**src/frt_pkg.sv**
```systemverilog
// Shared constants and types for the free-running capture timer
package frt_pkg;

  localparam int WORD_W = 16;
  localparam int N_CAPTURE = 4;
  localparam int N_IRQ = 7;
  localparam int PRESCALE_W = 5;

  // Prescaler taps; bit k of a free divider has a period of 2^(k+1) clocks
  localparam int TAP_DIV2 = 0;
  localparam int TAP_DIV8 = 2;
  localparam int TAP_DIV32 = 4;

  localparam logic [1:0] CKS_DIV2 = 2'h0;
  localparam logic [1:0] CKS_DIV8 = 2'h1;
  localparam logic [1:0] CKS_DIV32 = 2'h2;
  localparam logic [1:0] CKS_EXT = 2'h3;

  // Register select codes on the CPU byte port
  localparam logic [2:0] SEL_COUNTER = 3'h0;
  localparam logic [2:0] SEL_CMP_A = 3'h1;
  localparam logic [2:0] SEL_CMP_B = 3'h2;
  localparam logic [2:0] SEL_CAP_A = 3'h3;

  localparam logic [15:0] COUNTER_RST = 16'h0000;
  localparam logic [15:0] COMPARE_RST = 16'hFFFF;
  localparam logic [15:0] CAPTURE_RST = 16'h0000;
  localparam logic [15:0] COUNT_MAX = 16'hFFFF;
  localparam logic [15:0] COUNT_STEP = 16'h0001;
  localparam logic [7:0] HOLD_RST = 8'h00;
  localparam logic [7:0] READ_UNMAPPED = 8'h00;

  // Flag and interrupt positions, also the priority order (lowest index wins)
  localparam int IRQ_CAP_A = 0;
  localparam int IRQ_MATCH_A = 4;
  localparam int IRQ_MATCH_B = 5;
  localparam int IRQ_WRAP = 6;

  typedef enum logic [2:0] {
    ID_CAP_A = 3'b000,
    ID_CAP_B = 3'b001,
    ID_CAP_C = 3'b010,
    ID_CAP_D = 3'b011,
    ID_MATCH_A = 3'b100,
    ID_MATCH_B = 3'b101,
    ID_WRAP = 3'b110,
    ID_NONE = 3'b111
  } irq_id_t;

  typedef struct packed {
    logic [1:0] clock_select;
    logic [3:0] capture_edge_sel;
    logic [1:0] buffer_pair_en;
    logic clear_on_match_a;
    logic [1:0] match_level;
    logic [6:0] irq_enable;
  } timer_cfg_t;

  typedef struct packed {
    logic [2:0] sel;
    logic wr;
    logic rd;
    logic upper;
    logic [7:0] wdata;
  } cpu_req_t;

endpackage

```
**src/frt_prescaler.sv**
```systemverilog
// Prescaler and clock-source selection producing the counter step pulse
`timescale 1ns/1ps
`default_nettype none
module frt_prescaler
  import frt_pkg::*;
(
  input wire logic CLOCK,                // System clock
  input wire logic SYS_RST,              // Synchronous reset, high
  input wire logic [1:0] clock_select,   // Source select
  input wire logic ext_in,               // External count pin
  output logic inc_pulse                 // One-cycle step request
);

  logic [PRESCALE_W-1:0] divider;
  logic src_level;
  logic src_prev;

  always_ff @(posedge CLOCK) begin
    if (SYS_RST) begin
      divider <= '0;
    end else begin
      divider <= divider + PRESCALE_W'(1);
    end
  end

  // External pin is inverted so one falling detector serves every source
  always_comb begin
    unique case (clock_select)
      CKS_DIV2: src_level = divider[TAP_DIV2];
      CKS_DIV8: src_level = divider[TAP_DIV8];
      CKS_DIV32: src_level = divider[TAP_DIV32];
      CKS_EXT: src_level = !ext_in;
    endcase
  end

  // The previous level is of the muxed source, so a high-to-low switch counts
  always_ff @(posedge CLOCK) begin
    if (SYS_RST) begin
      src_prev <= 1'b0;
    end else begin
      src_prev <= src_level;
    end
  end

  assign inc_pulse = src_prev && !src_level;

endmodule
`default_nettype wire

```
**src/free_running_capture_timer.sv**
```systemverilog
// 16-bit free-running counter with two compare and four capture channels
`timescale 1ns/1ps
`default_nettype none
module free_running_capture_timer
  import frt_pkg::*;
(
  input wire logic CLOCK,                 // System clock, 100 MHz
  input wire logic SYS_RST,               // Synchronous reset, high
  input wire cpu_req_t CPU,               // CPU byte access request
  output logic [7:0] CPU_RDATA,           // Read data, valid cycle after rd
  input wire timer_cfg_t CONFIG,          // Control bits
  input wire logic EXTERNAL_COUNT_IN,     // External count pin
  input wire logic [3:0] CAPTURE_IN,      // Capture pins A..D
  input wire logic [6:0] FLAG_CLEAR,      // Per-flag clear pulses
  output logic [6:0] FLAGS,               // Sticky event flags
  output logic [6:0] IRQ,                 // Interrupt request lines
  output logic IRQ_PENDING,               // Any request active
  output irq_id_t IRQ_TOP,                // Highest-priority request
  output logic [1:0] MATCH_OUT,           // Compare output pins A, B
  output logic [15:0] COUNT_VALUE         // Counter value
);

  logic [15:0] free_counter;
  logic [15:0] compare_value [2];
  logic [15:0] capture_value [N_CAPTURE];
  logic [7:0] hold_latch;
  logic [6:0] flags;
  logic [1:0] match_out;
  logic [7:0] rdata;

  logic inc_pulse;
  logic wr_lo;
  logic rd_hi;
  logic [15:0] write_word;
  logic counter_lo_write;
  logic [1:0] cmp_lo_write;
  logic [1:0] match_raw;
  logic [1:0] match;
  logic counter_clear;
  logic counter_wrap;

  logic [3:0] pin_prev;
  logic [3:0] pin_rise;
  logic [3:0] pin_fall;
  logic [3:0] edge_raw;
  logic [3:0] read_hi_cap;
  logic [3:0] cap_busy;
  logic [3:0] cap_pend;
  logic [3:0] cap_evt;
  logic [6:0] next_flags;
  logic [15:0] read_word;

  frt_prescaler u_prescaler (
    .CLOCK(CLOCK),
    .SYS_RST(SYS_RST),
    .clock_select(CONFIG.clock_select),
    .ext_in(EXTERNAL_COUNT_IN),
    .inc_pulse(inc_pulse)
  );

  // CPU access decode; every access is a one-cycle strobe, its final state
  assign wr_lo = CPU.wr && !CPU.upper;
  assign rd_hi = CPU.rd && CPU.upper;
  assign write_word = {hold_latch, CPU.wdata};
  assign counter_lo_write = wr_lo && (CPU.sel == SEL_COUNTER);
  assign cmp_lo_write[0] = wr_lo && (CPU.sel == SEL_CMP_A);
  assign cmp_lo_write[1] = wr_lo && (CPU.sel == SEL_CMP_B);

  // Match only in the state where equality is about to end with a step
  assign match_raw[0] = inc_pulse && (free_counter == compare_value[0]);
  assign match_raw[1] = inc_pulse && (free_counter == compare_value[1]);
  assign match = match_raw & ~cmp_lo_write;

  assign counter_clear = match[0] && CONFIG.clear_on_match_a;
  // A clear or a write means the step never lands, so no wrap either
  assign counter_wrap = inc_pulse && !counter_clear && !counter_lo_write
                        && (free_counter == COUNT_MAX);

  always_ff @(posedge CLOCK) begin
    if (SYS_RST) begin
      free_counter <= COUNTER_RST;
    end else if (counter_clear) begin
      free_counter <= COUNTER_RST;
    end else if (counter_lo_write) begin
      free_counter <= write_word;
    end else if (inc_pulse) begin
      free_counter <= free_counter + COUNT_STEP;
    end
  end

  always_ff @(posedge CLOCK) begin
    if (SYS_RST) begin
      compare_value[0] <= COMPARE_RST;
      compare_value[1] <= COMPARE_RST;
    end else begin
      for (int i = 0; i < 2; i++) begin
        if (cmp_lo_write[i]) begin
          compare_value[i] <= write_word;
        end
      end
    end
  end

  always_ff @(posedge CLOCK) begin
    if (SYS_RST) begin
      match_out <= 2'h0;
    end else begin
      for (int i = 0; i < 2; i++) begin
        if (match[i]) begin
          match_out[i] <= CONFIG.match_level[i];
        end
      end
    end
  end

  always_ff @(posedge CLOCK) begin
    if (SYS_RST) begin
      pin_prev <= 4'h0;
    end else begin
      pin_prev <= CAPTURE_IN;
    end
  end

  assign pin_rise = CAPTURE_IN & ~pin_prev;
  assign pin_fall = ~CAPTURE_IN & pin_prev;

  // Channels C and D watch the primary pin of their pair when buffering
  for (genvar i = 0; i < N_CAPTURE; i++) begin : g_capture
    localparam int PAIR = i ^ 2;
    localparam int PRIMARY = i % 2;
    logic buffered;
    logic src_rise;
    logic src_fall;

    assign buffered = CONFIG.buffer_pair_en[PRIMARY];
    assign src_rise = (i >= 2 && buffered) ? pin_rise[PRIMARY] : pin_rise[i];
    assign src_fall = (i >= 2 && buffered) ? pin_fall[PRIMARY] : pin_fall[i];
    assign edge_raw[i] = CONFIG.capture_edge_sel[i] ? src_rise : src_fall;

    assign read_hi_cap[i] = rd_hi && (CPU.sel == SEL_CAP_A + 3'(i));
    // The pair partner's read only blocks while the pair is buffered
    assign cap_busy[i] = read_hi_cap[i] || (buffered && read_hi_cap[PAIR]);

    always_ff @(posedge CLOCK) begin
      if (SYS_RST) begin
        cap_pend[i] <= 1'b0;
      end else begin
        cap_pend[i] <= edge_raw[i] && cap_busy[i];
      end
    end

    // A held-over pulse fires regardless of a second read, so delay is one state
    assign cap_evt[i] = (edge_raw[i] && !cap_busy[i]) || cap_pend[i];
  end

  always_ff @(posedge CLOCK) begin
    if (SYS_RST) begin
      for (int i = 0; i < N_CAPTURE; i++) begin
        capture_value[i] <= CAPTURE_RST;
      end
    end else begin
      for (int i = 0; i < 2; i++) begin
        if (cap_evt[i]) begin
          capture_value[i] <= free_counter;
          if (CONFIG.buffer_pair_en[i]) begin
            capture_value[i + 2] <= capture_value[i];
          end
        end else if (cap_evt[i + 2] && !CONFIG.buffer_pair_en[i]) begin
          capture_value[i + 2] <= free_counter;
        end
      end
    end
  end

  // Set wins over a clear arriving in the same cycle
  always_comb begin
    next_flags = flags & ~FLAG_CLEAR;
    next_flags[IRQ_CAP_A +: N_CAPTURE] = next_flags[IRQ_CAP_A +: N_CAPTURE]
                                         | cap_evt;
    next_flags[IRQ_MATCH_A] = next_flags[IRQ_MATCH_A] | match[0];
    next_flags[IRQ_MATCH_B] = next_flags[IRQ_MATCH_B] | match[1];
    next_flags[IRQ_WRAP] = next_flags[IRQ_WRAP] | counter_wrap;
  end

  always_ff @(posedge CLOCK) begin
    if (SYS_RST) begin
      flags <= 7'h00;
    end else begin
      flags <= next_flags;
    end
  end

  assign IRQ = flags & CONFIG.irq_enable;
  assign IRQ_PENDING = |IRQ;

  always_comb begin
    IRQ_TOP = ID_NONE;
    for (int i = N_IRQ - 1; i >= 0; i--) begin
      if (IRQ[i]) begin
        IRQ_TOP = irq_id_t'(3'(i));
      end
    end
  end

  always_comb begin
    read_word = 16'h0000;
    if (CPU.sel == SEL_COUNTER) begin
      read_word = free_counter;
    end else if (CPU.sel == SEL_CMP_A) begin
      read_word = compare_value[0];
    end else if (CPU.sel == SEL_CMP_B) begin
      read_word = compare_value[1];
    end else begin
      for (int i = 0; i < N_CAPTURE; i++) begin
        if (CPU.sel == SEL_CAP_A + 3'(i)) begin
          read_word = capture_value[i];
        end
      end
    end
  end

  // One latch serves both directions except compare reads; interleaving other byte pairs corrupts the pair begun first
  always_ff @(posedge CLOCK) begin
    if (SYS_RST) begin
      hold_latch <= HOLD_RST;
    end else if (CPU.wr && CPU.upper) begin
      hold_latch <= CPU.wdata;
    end else if (rd_hi && CPU.sel != SEL_CMP_A && CPU.sel != SEL_CMP_B) begin
      hold_latch <= read_word[7:0];
    end
  end

  always_ff @(posedge CLOCK) begin
    if (SYS_RST) begin
      rdata <= READ_UNMAPPED;
    end else if (CPU.rd) begin
      if (CPU.sel > SEL_CAP_A + 3'(N_CAPTURE - 1)) begin
        rdata <= READ_UNMAPPED;
      end else if (CPU.upper) begin
        rdata <= read_word[15:8];
      end else if (CPU.sel == SEL_CMP_A || CPU.sel == SEL_CMP_B) begin
        rdata <= read_word[7:0];
      end else begin
        rdata <= hold_latch;
      end
    end
  end

  assign CPU_RDATA = rdata;
  assign FLAGS = flags;
  assign MATCH_OUT = match_out;
  assign COUNT_VALUE = free_counter;
endmodule
`default_nettype wire

```
**config.mk**
```make
export PLATFORM = sky130hd
export DESIGN_NAME = free_running_capture_timer
export DESIGN_NICKNAME = d
export VERILOG_FILES = /design/src/frt_pkg.sv /design/src/frt_prescaler.sv /design/src/free_running_capture_timer.sv
export SDC_FILE = /design/constraint.sdc
export NUM_CORES = 1
export LEC_CHECK = 0
export ABC_AREA = 1
export BUFFER_PORTS_ARGS = -buffer_cell sky130_fd_sc_hd__buf_2
export CELL_PAD_IN_SITES_DETAIL_PLACEMENT = 2
export CELL_PAD_IN_SITES_GLOBAL_PLACEMENT = 2
export CORE_UTILIZATION = 35
export CTS_CLUSTER_SIZE = 14
export DETAILED_ROUTE_END_ITERATION = 10
export PLACE_DENSITY_LB_ADDON = 0.1
export SYNTH_ARGS = -nofsm -noshare
export SYNTH_HDL_FRONTEND = slang
export SYNTH_SLANG_ARGS = --single-unit
```
**constraint.sdc**
```tcl
create_clock -name CLOCK -period 2.6 [get_ports CLOCK]
set_input_delay 0.39 -clock CLOCK [delete_from_list [all_inputs] [get_ports CLOCK]]
set_output_delay 0.39 -clock CLOCK [all_outputs]
set_load 0.05 [all_outputs]
```
==> impl_results.md, run 1 <==
- Gate Count Post-Synth: 1028
- Pwr/cell area: 629.9 mW/mm²
- Hold WC Path Type: in -> reg
- Slew margin rel.: 0.6716
- Port buffer count: 89
- Reg2reg start: COUNT_VALUE[0]
- Vias in the first global route: 8096
- Setup crit start kind: flop
- Sum Neg Setup Slack: 0 ps
- CTS max path bufs: 2
- Arrival time at the worst endpoint: 2470 ps
- Avg Cell Area, Syn: 7.816 µm²
- Slowest CP cell: dfxtp_1
- Wire per inst: 22.22 µm
- WHS Endpoint: FLAGS[1]
- Die Wd: 153.5 µm
- Placed instance area: 0.009025 mm²
- Final number of max-transition violations: 0
- YS warnings: 0
- Clock power share: 0.417
- Area of the multi-input gates: 0.003405 mm²
- Distinct cell type count after synthesis: 40
- Final #Nets: 1192
- R2r worst-path depth: 11
- Synth top cells by count: nand2_1 (278), nor2_1 (122), inv_1 (115), edfxtp_1 (96), dfxtp_1 (55)
- Net switching power: 1.727 mW
- Reg power frac: 0.454
- Synth Cell Area: 0.008035 mm²
- Unrepaired setup endpoints after global routing: false
- Total CTS buffers: 17
- Root buf cell: clkbuf_16
- GPL Wtd Cong: 0.8428
- Core area: 0.02257 mm²
- Most common cell in the synthesized netlist: nand2_1
- Top FF cell, synth: edfxtp_1
- Post-route ant nets: 0
- Sequential cell area fraction in the yosys report: 0.4958
- Hold Buf Count CTS: 0
- Drt via density: 5.270
- Worst setup EP type: flop
- Global-route wire length before repair: 48900 µm
- Final HPWL DP: 23870 µm
- Switching share of power: 0.2854
- Total gr overflow: 0
- Worst hold stages: 2
- DIE AREA: 0.02357 mm²
- Fillers: 2668
- CP cell instances: ha_1, nand2_1, nor2_1, nand2_1, nor2_1, nand3_1, nor2_1, nand2_1, nor2_1, nand2_1, a21oi_1
- Ys async rst share: 0
- Post-layout util: 0.4257
- Post-CTS setup buffer count: 0
- FF+latch count, synth: 151
- Final Hold Fails: 0
- VDD IR max: 359.2 µV
- Final WL: 32040 µm
- Post-synth EDFFs: 96
- Layout cell share with drive strength beyond 1: 0.1815
- Critical Setup Path Class: reg -> reg
- CTS tree: built
- Combinational Power Share: 0.129
- Bufs and invs on worst path: 0
- Status: completed
- Internal: 4.325 mW
- CTS resizes: 0
- Post-route DRC: 0
- Iter 0 DRT Violations: 330
- Crit Reg-Reg Endpoint: FLAGS[6]
- Drt pass-1 iters: 5
- Worst path top cell family by delay: simple AND/OR/NAND/NOR gates
- Sequential cell area: 0.003984 mm²
- Initial antenna violation count: 0
- Min-delay src: FLAG_CLEAR[1]
- Final setup vio count: 0
- Vias: 7599
- Design Area, Final: 0.009609 mm²
- N_diodes: 0
- Post-synth top area share: 0.3588
- Largest net degree at the start of global routing: 30
- Max Cap Violations: 0
- Critical-path maximum fanout: 3
- Starting Density: 0.3560
- Syn_nets: 1076
- # IOs: 90
- Worst-Margin Slew: 487.5 ps
- Cell taking the most area after synthesis: edfxtp_1
- Area delta synth->final: 19.59%
- Crit path largest cell delay: 350 ps
- Top cells by area, synth: edfxtp_1 (36%), dfxtp_1 (14%), nand2_1 (13%), nor2_1 (5.7%), inv_1 (5.4%)
- H-tree level count: 4
- Min Hold Slack: 146.5 ps
- Worst skew pair latency: 440 ps
- Worst reg2reg setup slack: 500 ps
- Critical Path Stages: 11
- Row count: 55
- Aggregate global-route resource usage: 0.2821
- Leak Pwr: 4.093 nW
- Highest clock rate: 0.4754 GHz
- Power, Total: 6.053 mW
- Sink Count: 151
- Clock Skews: 11.53 ps
- Part of the cycle the worst path needs: 0.8090
- Die Y: 153.5 µm
- Required time worst endpoint: 2970 ps
- Fin crit period: 2103 ps
- Reg clk slew, reported paths: 60 ps
[worst reg2reg max path, stage by stage (launching register included)]
cell	delay (ps)
dfxtp_1	350
ha_1	180
nand2_1	80
nor2_1	190
nand2_1	140
nor2_1	200
nand3_1	120
nor2_1	230
nand2_1	120
nor2_1	220
nand2_1	100
a21oi_1	120
[through the flow]
stage	setup slack (ps)	std cells
3_3_place_gp	293.5	1410
3_5_place_dp	196.2	1410
4_1_cts	461.6	1442
2_1_floorplan	128.2	1028
6_report	496.6	1442
5_1_grt	302.4	1442
[registers in the layout (all words and copies together), names as in the netlist, 5 cells and up]
register and count:
u_prescaler.divider 5, capture_value 64, FLAGS 7, COUNT_VALUE 16
compare_value 32, hold_latch 8, CPU_RDATA 8
[per-layer routing]
metal,routed length (µm),track usage
met1,14340,0.3633
met2,16150,0.4942
met3,828,0.02649
met4,714,0.09762
met5,0,0
[final cells by class]
class / count / area share
clock buffers: 24 / 0.05534
clock inverters: 8 / 0.005469
inverters: 129 / 0.05039
flip-flops and latches: 151 / 0.4146
repair buffers: 134 / 0.08281
multi-input cells: 711 / 0.3543
well taps: 285 / 0.03711
[layout by cell type, fill, tap and decap left out, types with 2 or more instances in the layout]
| cell | instances |
|---|---|
| clkinv_2 | 2 |
| nor3_1 | 12 |
| xnor2_1 | 15 |
| nand2_2 | 4 |
| nand3b_1 | 2 |
| a21oi_1 | 45 |
| xor2_1 | 14 |
| inv_1 | 115 |
| inv_6 | 2 |
| nor2_1 | 122 |
| nor2_4 | 6 |
| clkbuf_16 | 19 |
| o21ai_1 | 22 |
| inv_4 | 4 |
| edfxtp_1 | 96 |
| o2111ai_1 | 2 |
| nor2_2 | 2 |
| dfxtp_1 | 55 |
| nand3_1 | 51 |
| o21ai_0 | 53 |
| buf_4 | 44 |
| clkbuf_8 | 3 |
| o211ai_1 | 7 |
| nand2_1 | 278 |
| o31ai_1 | 2 |
| nand4_1 | 38 |
| nor3_4 | 3 |
| a31oi_1 | 8 |
| clkbuf_4 | 2 |
| ha_1 | 2 |
| buf_2 | 89 |
| inv_2 | 13 |
| a21o_1 | 2 |
| or2_2 | 13 |
[how the worst max path moves through the flow]
stage,endpoint,startpoint
6_report,FLAGS[6],COUNT_VALUE[0]
5_1_grt,FLAGS[6],COUNT_VALUE[0]
4_1_cts,FLAGS[6],COUNT_VALUE[0]
3_5_place_dp,capture_value[2][8],CPU[12]
3_3_place_gp,capture_value[2][0],CPU[12]
2_1_floorplan,IRQ_TOP[0],FLAGS[3]
[logic make-up (layout without fill, tap and decap cells)]
kind of cell | Yosys count | after routing | share of synthesized area
AOI/OAI and AO/OA | 144 | 144 | 0.09623
xor gates and xnor gates | 29 | 29 | 0.03161
adders and majority gates | 2 | 2 | 0.003114
buffers and inverters | 166 | 295 | 0.08190
DFF | 151 | 151 | 0.4958
and+or+nand+nor | 536 | 536 | 0.2913
[power groups by stage]
stage	combinational (mW)	sequential (mW)	clock (mW)
2_1_floorplan	0.403	2.84	0
3_3_place_gp	0.763	2.79	0
3_5_place_dp	0.781	2.80	0
4_1_cts	0.790	2.75	2.56
5_1_grt	0.844	2.76	2.63
6_report	0.781	2.75	2.52
Power figures use the tool's default switching activity.
==> inputs of run 2 (changes only) <==
--- a/config.mk
+++ b/config.mk
@@ -9,7 +9,7 @@
 export BUFFER_PORTS_ARGS = -buffer_cell sky130_fd_sc_hd__buf_2
 export CELL_PAD_IN_SITES_DETAIL_PLACEMENT = 2
 export CELL_PAD_IN_SITES_GLOBAL_PLACEMENT = 2
-export CORE_UTILIZATION = 35
+export CORE_UTILIZATION = 31
 export CTS_CLUSTER_SIZE = 14
 export DETAILED_ROUTE_END_ITERATION = 10
 export PLACE_DENSITY_LB_ADDON = 0.1
==> constraint.sdc (replaced) <==
create_clock -name CLOCK -period 1.8 [get_ports CLOCK]
set_input_delay 0.27 -clock CLOCK [delete_from_list [all_inputs] [get_ports CLOCK]]
set_output_delay 0.27 -clock CLOCK [all_outputs]
set_load 0.05 [all_outputs]
==> run 2 against run 1 <==
The run now ends with negative setup slack left. Utilization increased by 1.7 points. Non-clock buffer count rose by 115. Die area is 13% higher. Hold slack got worse by 130 ps. Critical path depth fell by 1. Setup slack lost 620 ps. Global-route usage is 0.80 points lower. Combinational power rose by 88%. Wire length rose by 14%. First-iteration DRC count is 66% higher. Critical path type unchanged.
==> impl_results.md, run 2 (synthesis results as in run 1) <==
- Power, Total: 9.385 mW
- Clock Skews: 17.44 ps
- Worst setup EP type: flop
- N_diodes: 0
- H-tree level count: 4
- Area of the multi-input gates: 0.003747 mm²
- Status: complete, but fails checks
- Post-layout util: 0.4429
- Initial antenna violation count: 0
- Fillers: 2848
- Final setup vio count: 41
- Pwr/cell area: 836.7 mW/mm²
- Drt pass-1 iters: 5
- Wire per inst: 22.82 µm
- Setup ws final: -124.3 ps
- Post-route ant nets: 0
- Row count: 58
- Final Hold Fails: 0
- Placed cell count: 1542
- Sink Count: 151
- Max Cap Violations: 0
- Critical Setup Path Class: reg -> reg
- Hold WC Path Type: in -> reg
- Largest net degree at the start of global routing: 26
- Worst reg2reg setup slack: -120 ps
- Critical-path maximum fanout: 8
- Post-place setup slack: -310.1 ps
- Reg clk slew, reported paths: 80 ps
- Starting Density: 0.3173
- Global-route wire length before repair: 52530 µm
- CTS tree: built
- Part of the cycle the worst path needs: 1.069
- Fin crit period: 1924 ps
- Vias: 8349
- Total CTS buffers: 17
- Failing checks: negative setup slack
- Highest clock rate: 0.5197 GHz
- Drt via density: 5.212
- Worst-Margin Slew: 463.4 ps
- Total gr overflow: 0
- CTS max path bufs: 2
- Vias in the first global route: 8563
- Unrepaired setup endpoints after global routing: true
- Final WL: 36560 µm
- VDD IR max: 475.7 µV
- Post-route DRC: 0
- Design Area, Final: 0.01122 mm²
- Worst skew pair latency: 450 ps
- DIE AREA: 0.02657 mm²
- Max FFs per register: 64
- Min Hold Slack: 14.79 ps
- Required time worst endpoint: 1950 ps
- Commonest non-fill, non-tap cell in the layout: nand2_1
- Layout cell share with drive strength beyond 1: 0.3270
- Most frequent cells in the layout: nand2_1 (260), buf_4 (139), inv_1 (107), nor2_1 (104), edfxtp_1 (96)
- Die Y: 163.0 µm
- GPL Wtd Cong: 0.8642
- Final HPWL DP: 26560 µm
- Arrival time at the worst endpoint: 2080 ps
- Slew margin rel.: 0.6908
- Core area: 0.02533 mm²
- Post-route insts no fill: 1602
- Port buffer count: 89
- Sum Neg Setup Slack: -3105 ps
- Placed instance area: 0.009982 mm²
- Setup crit start kind: flop
- Aggregate global-route resource usage: 0.2740
- Leak Pwr: 4.795 nW
- Final #Nets: 1307
- Biggest register: capture_value
- Iter 0 DRT Violations: 548
- Die Wd: 163.0 µm
- Root buf cell: clkbuf_16
- Area delta synth->final: 39.60%
- Final number of max-transition violations: 0
- # IOs: 90
- Sequential cell area: 0.004020 mm²
## run 2: cell types whose count changed in the layout (fill, tap and decap cells not counted), sizes merged
| cell | before | now |
|---|---|---|
| clkinv | 3 | 4 |
| buf | 134 | 246 |
| clkbuf | 24 | 20 |
| clkinvlp | 0 | 6 |
| bufinv | 0 | 3 |
| dlygate4sd3 | 0 | 1 |
| inv | 134 | 130 |
## run 2: final cells by class
cell class | instances | share of cell area
flip-flops and latches | 151 | 0.3584
multi-input cells | 711 | 0.3341
repair buffers | 249 | 0.1701
inverters | 129 | 0.04573
clock buffers | 18 | 0.03826
well taps | 330 | 0.03681
clock inverters | 14 | 0.01662
## run 2: worst max-delay path, cell delays in order (launching register included)
cell and delay, ps:
dfxtp_2 340, inv_2 40, nor2_4 100, buf_6 100
o21bai_1 60, o21ai_1 230, a21o_1 200, nand3_2 120
nand3b_1 150, buf_12 140, buf_16 140
## run 2: path summary, 6_finish.rpt
| path | startpoint | end | depth (start not counted) |
|---|---|---|---|
| max reg2reg | pin_prev[1] | capture_value[3][10] | 10 |
| min | FLAG_CLEAR[1] | FLAGS[1] | 2 |
| min reg2reg | CPU_RDATA[4] | CPU_RDATA[4] | 2 |
| max | pin_prev[1] | capture_value[3][10] | 10 |
## run 2: what timing repair did
item                                   CTS  global route
resized for setup                       34            67
endpoints found under the hold margin    1             0
buffers inserted                         5            19
pin swaps                                7            27
cloned                                   1             2
hold buffers                             1             0
setup endpoints to repair               53            72
## run 2: layer usage
layer / up-vias / wire length, µm / GRT usage
met4: 0 / 873 / 0.08963
met3: 48 / 1594 / 0.04686
met5: - / 0 / 0
met1: 4234 / 16500 / 0.3651
li1: 3846 / - / -
met2: 221 / 17600 / 0.4489
## run 2: where the power goes
part           total [mW]  switching [mW]  internal [mW]
logic                1.47           0.937          0.534
clock network        3.92            1.69           2.23
registers            3.99           0.128           3.86
==> inputs of run 3 (changes only) <==
--- a/config.mk
+++ b/config.mk
@@ -6,12 +6,12 @@
 export NUM_CORES = 1
 export LEC_CHECK = 0
 export ABC_AREA = 1
-export BUFFER_PORTS_ARGS = -buffer_cell sky130_fd_sc_hd__buf_2
 export CELL_PAD_IN_SITES_DETAIL_PLACEMENT = 2
 export CELL_PAD_IN_SITES_GLOBAL_PLACEMENT = 2
-export CORE_UTILIZATION = 31
+export CORE_UTILIZATION = 34
 export CTS_CLUSTER_SIZE = 14
 export DETAILED_ROUTE_END_ITERATION = 10
+export DONT_BUFFER_PORTS = 1
 export PLACE_DENSITY_LB_ADDON = 0.1
 export SYNTH_ARGS = -nofsm -noshare
 export SYNTH_HDL_FRONTEND = slang
==> run 3 against run 2 <==
The run still ends with negative setup slack left. Sequential share of layout area is 3.2 points higher. Global-route usage grew 2.2 points. Power shrank 5.2%. Utilization up 0.66 points. Combinational power down 18%. Clock power fell by 5.9%. First-iteration DRC count decreased by 8.9%. Non-clock buffer count decreased by 127. Critical path type is now in -> reg.
==> impl_results.md, run 3 (synthesis results as in run 1) <==
- Area delta synth->final: 28.20%
- Sink Count: 151
- Fillers: 2623
- Critical-path maximum fanout: 8
- N_diodes: 0
- Worst setup EP type: flop
- Internal: 6.138 mW
- Initial antenna violation count: 0
- Part of the cycle the worst path needs: 1.029
- Met1 Usage GRT: 0.3833
- Max FFs per register: 64
- Iter 0 DRT Violations: 499
- Setup ws final: -52.97 ps
- Net switching power: 2.763 mW
- Combinational Power Share: 0.134
- Placed instance area: 0.009225 mm²
- Fin crit period: 1853 ps
- Final HPWL DP: 24600 µm
- DIE AREA: 0.02425 mm²
- Switching share of power: 0.3104
- Wire per inst: 23.95 µm
- Clock power share: 0.414
- Crit Reg-Reg Endpoint: capture_value[3][14]
- Starting Density: 0.3506
- Most frequent cells in the layout: nand2_1 (263), nor2_1 (112), inv_1 (106), edfxtp_1 (96), buf_4 (88)
- Unrepaired setup endpoints after global routing: true
- R2r worst-path depth: 10
- Slowest CP cell: dlygate4sd3_1
- Total CTS buffers: 17
- GR Util met2: 0.4963
- Reg power frac: 0.452
- # IOs: 90
- Failing checks: negative setup slack
- Status: complete, but fails checks
- Worst reg2reg setup slack: -50 ps
- Max Cap Violations: 0
- Endpoint of the worst setup timing path: capture_value[2][13]
- CTS max path bufs: 2
- Bufs and invs on worst path: 3
- Total gr overflow: 0
- Row count: 55
- Largest net degree at the start of global routing: 42
- Root buf cell: clkbuf_16
- Final number of max-transition violations: 0
- Crit path largest cell delay: 550 ps
- Global-route wire length before repair: 51850 µm
- Required time worst endpoint: 1960 ps
- Reg2reg start: pin_prev[1]
- Arrival time at the worst endpoint: 2010 ps
- Critical Setup Path Class: in -> reg
- Die Y: 155.7 µm
- Pwr/cell area: 864.1 mW/mm²
- Worst-Margin Slew: 512.4 ps
- Clock Skews: 13.34 ps
- CP cell instances: dlygate4sd3_1, inv_2, nand2_2, o21ai_1, o21ai_1, nor2_1, nor2_1, nor2_1, nand2_2, nand3b_1, clkbuf_16
- Highest clock rate: 0.5397 GHz
- Setup crit start kind: input pin
- Worst skew pair latency: 440 ps
- Start point of the critical path: CAPTURE_IN[0]
- Reg clk slew, reported paths: 80 ps
- Vias in the first global route: 8413
- Final WL: 34910 µm
- Biggest register: capture_value
- Area of the multi-input gates: 0.003608 mm²
- CTS tree: built
- Vias: 7858
- GPL Wtd Cong: 0.8762
- Post-route DRC: 0
- Sequential cell area: 0.004025 mm²
- Core area: 0.02292 mm²
- Sum Neg Setup Slack: -1260 ps
- Hold WC Path Type: in -> reg
- Critical Path Stages: 11
- Die Wd: 155.7 µm
- Commonest non-fill, non-tap cell in the layout: nand2_1
- Met3 Use GR: 0.04861
- Post-route ant nets: 0
- Most Frequent Cell on Critical Path: nor2_1
- Drt via density: 5.390
- Drt pass-1 iters: 5
- Final #Nets: 1180
- Layout cell share with drive strength beyond 1: 0.2218
- Worst path top cell family by delay: buffers and inverters
- GRT Max-Usage Layer: met2
- Slew margin rel.: 0.6580
- Leak Pwr: 4.177 nW
- Design Area, Final: 0.01030 mm²
- Min Hold Slack: 20.44 ps
- Post-layout util: 0.4495
- Final Hold Fails: 0
- Port buffer count: 0
- VDD IR max: 595.9 µV
- H-tree level count: 4
- Final setup vio count: 34
- Aggregate global-route resource usage: 0.2956
[run 3: cell type report]
type,count,area share
Clock inverter,15,0.01713
Tap cell,313,0.03802
Multi-Input combinational cell,711,0.3503
Inverter,129,0.04956
Timing Repair Buffer,122,0.1130
Clock buffer,17,0.04130
Sequential cell,151,0.3907
[run 3: per-stage QoR]
| stage | cells | power [mW] | worst slack [ps] |
|---|---|---|---|
| after floorplan | 1028 | 4.707 | -380.7 |
| after global placement | 1399 | 5.105 | 30.87 |
| after detailed placement | 1399 | 5.147 | -57.77 |
| after CTS | 1447 | 8.885 | -36.94 |
| after global routing | 1458 | 9.190 | -175.1 |
| final | 1458 | 8.901 | -52.97 |
[run 3: worst register-to-register path: stages (launching register included)]
cell	delay, ps
dfxtp_2	340
nor2_1	190
nand2_1	110
o21ai_2	90
nand2_1	90
nand2_2	110
nand2_4	60
nor2_4	110
nand3b_1	170
buf_4	160
buf_12	130
[run 3: power by group through the flow]
stage          Combinational, mW  Clock, mW  Sequential (mW)
2_1_floorplan              0.606          0             4.10
3_3_place_gp                1.02          0             4.08
3_5_place_dp                1.05          0             4.09
4_1_cts                     1.12       3.75             4.02
5_1_grt                     1.28       3.87             4.04
6_report                    1.20       3.69             4.02
[run 3: worst min-delay path by stage]
stage	end	depth (start not counted)	start	slack (ps)
after detailed placement	pin_prev[1]	1	SYS_RST	340
final	hold_latch[5]	2	CPU[5]	20
after global routing	compare_value[0][17]	2	CPU[1]	20
after floorplan	FLAGS[0]	1	FLAG_CLEAR[0]	370
after CTS	compare_value[0][2]	2	CPU[2]	9
after global placement	pin_prev[1]	1	SYS_RST	340
[run 3: repair_timing]
action	4_1_cts	5_1_grt
hold endpoints to repair	38	0
gates cloned	0	2
endpoints found under the setup margin	7	85
hold buffers	16	0
gates resized for setup	16	52
setup buffers	0	9
pin swaps	5	15
[run 3: routing by layer]
metal / routed length (µm) / up-vias
met5: 0 / -
met4: 971 / 0
met3: 2093 / 41
met2: 16810 / 240
met1: 15040 / 3991
li1: - / 3586
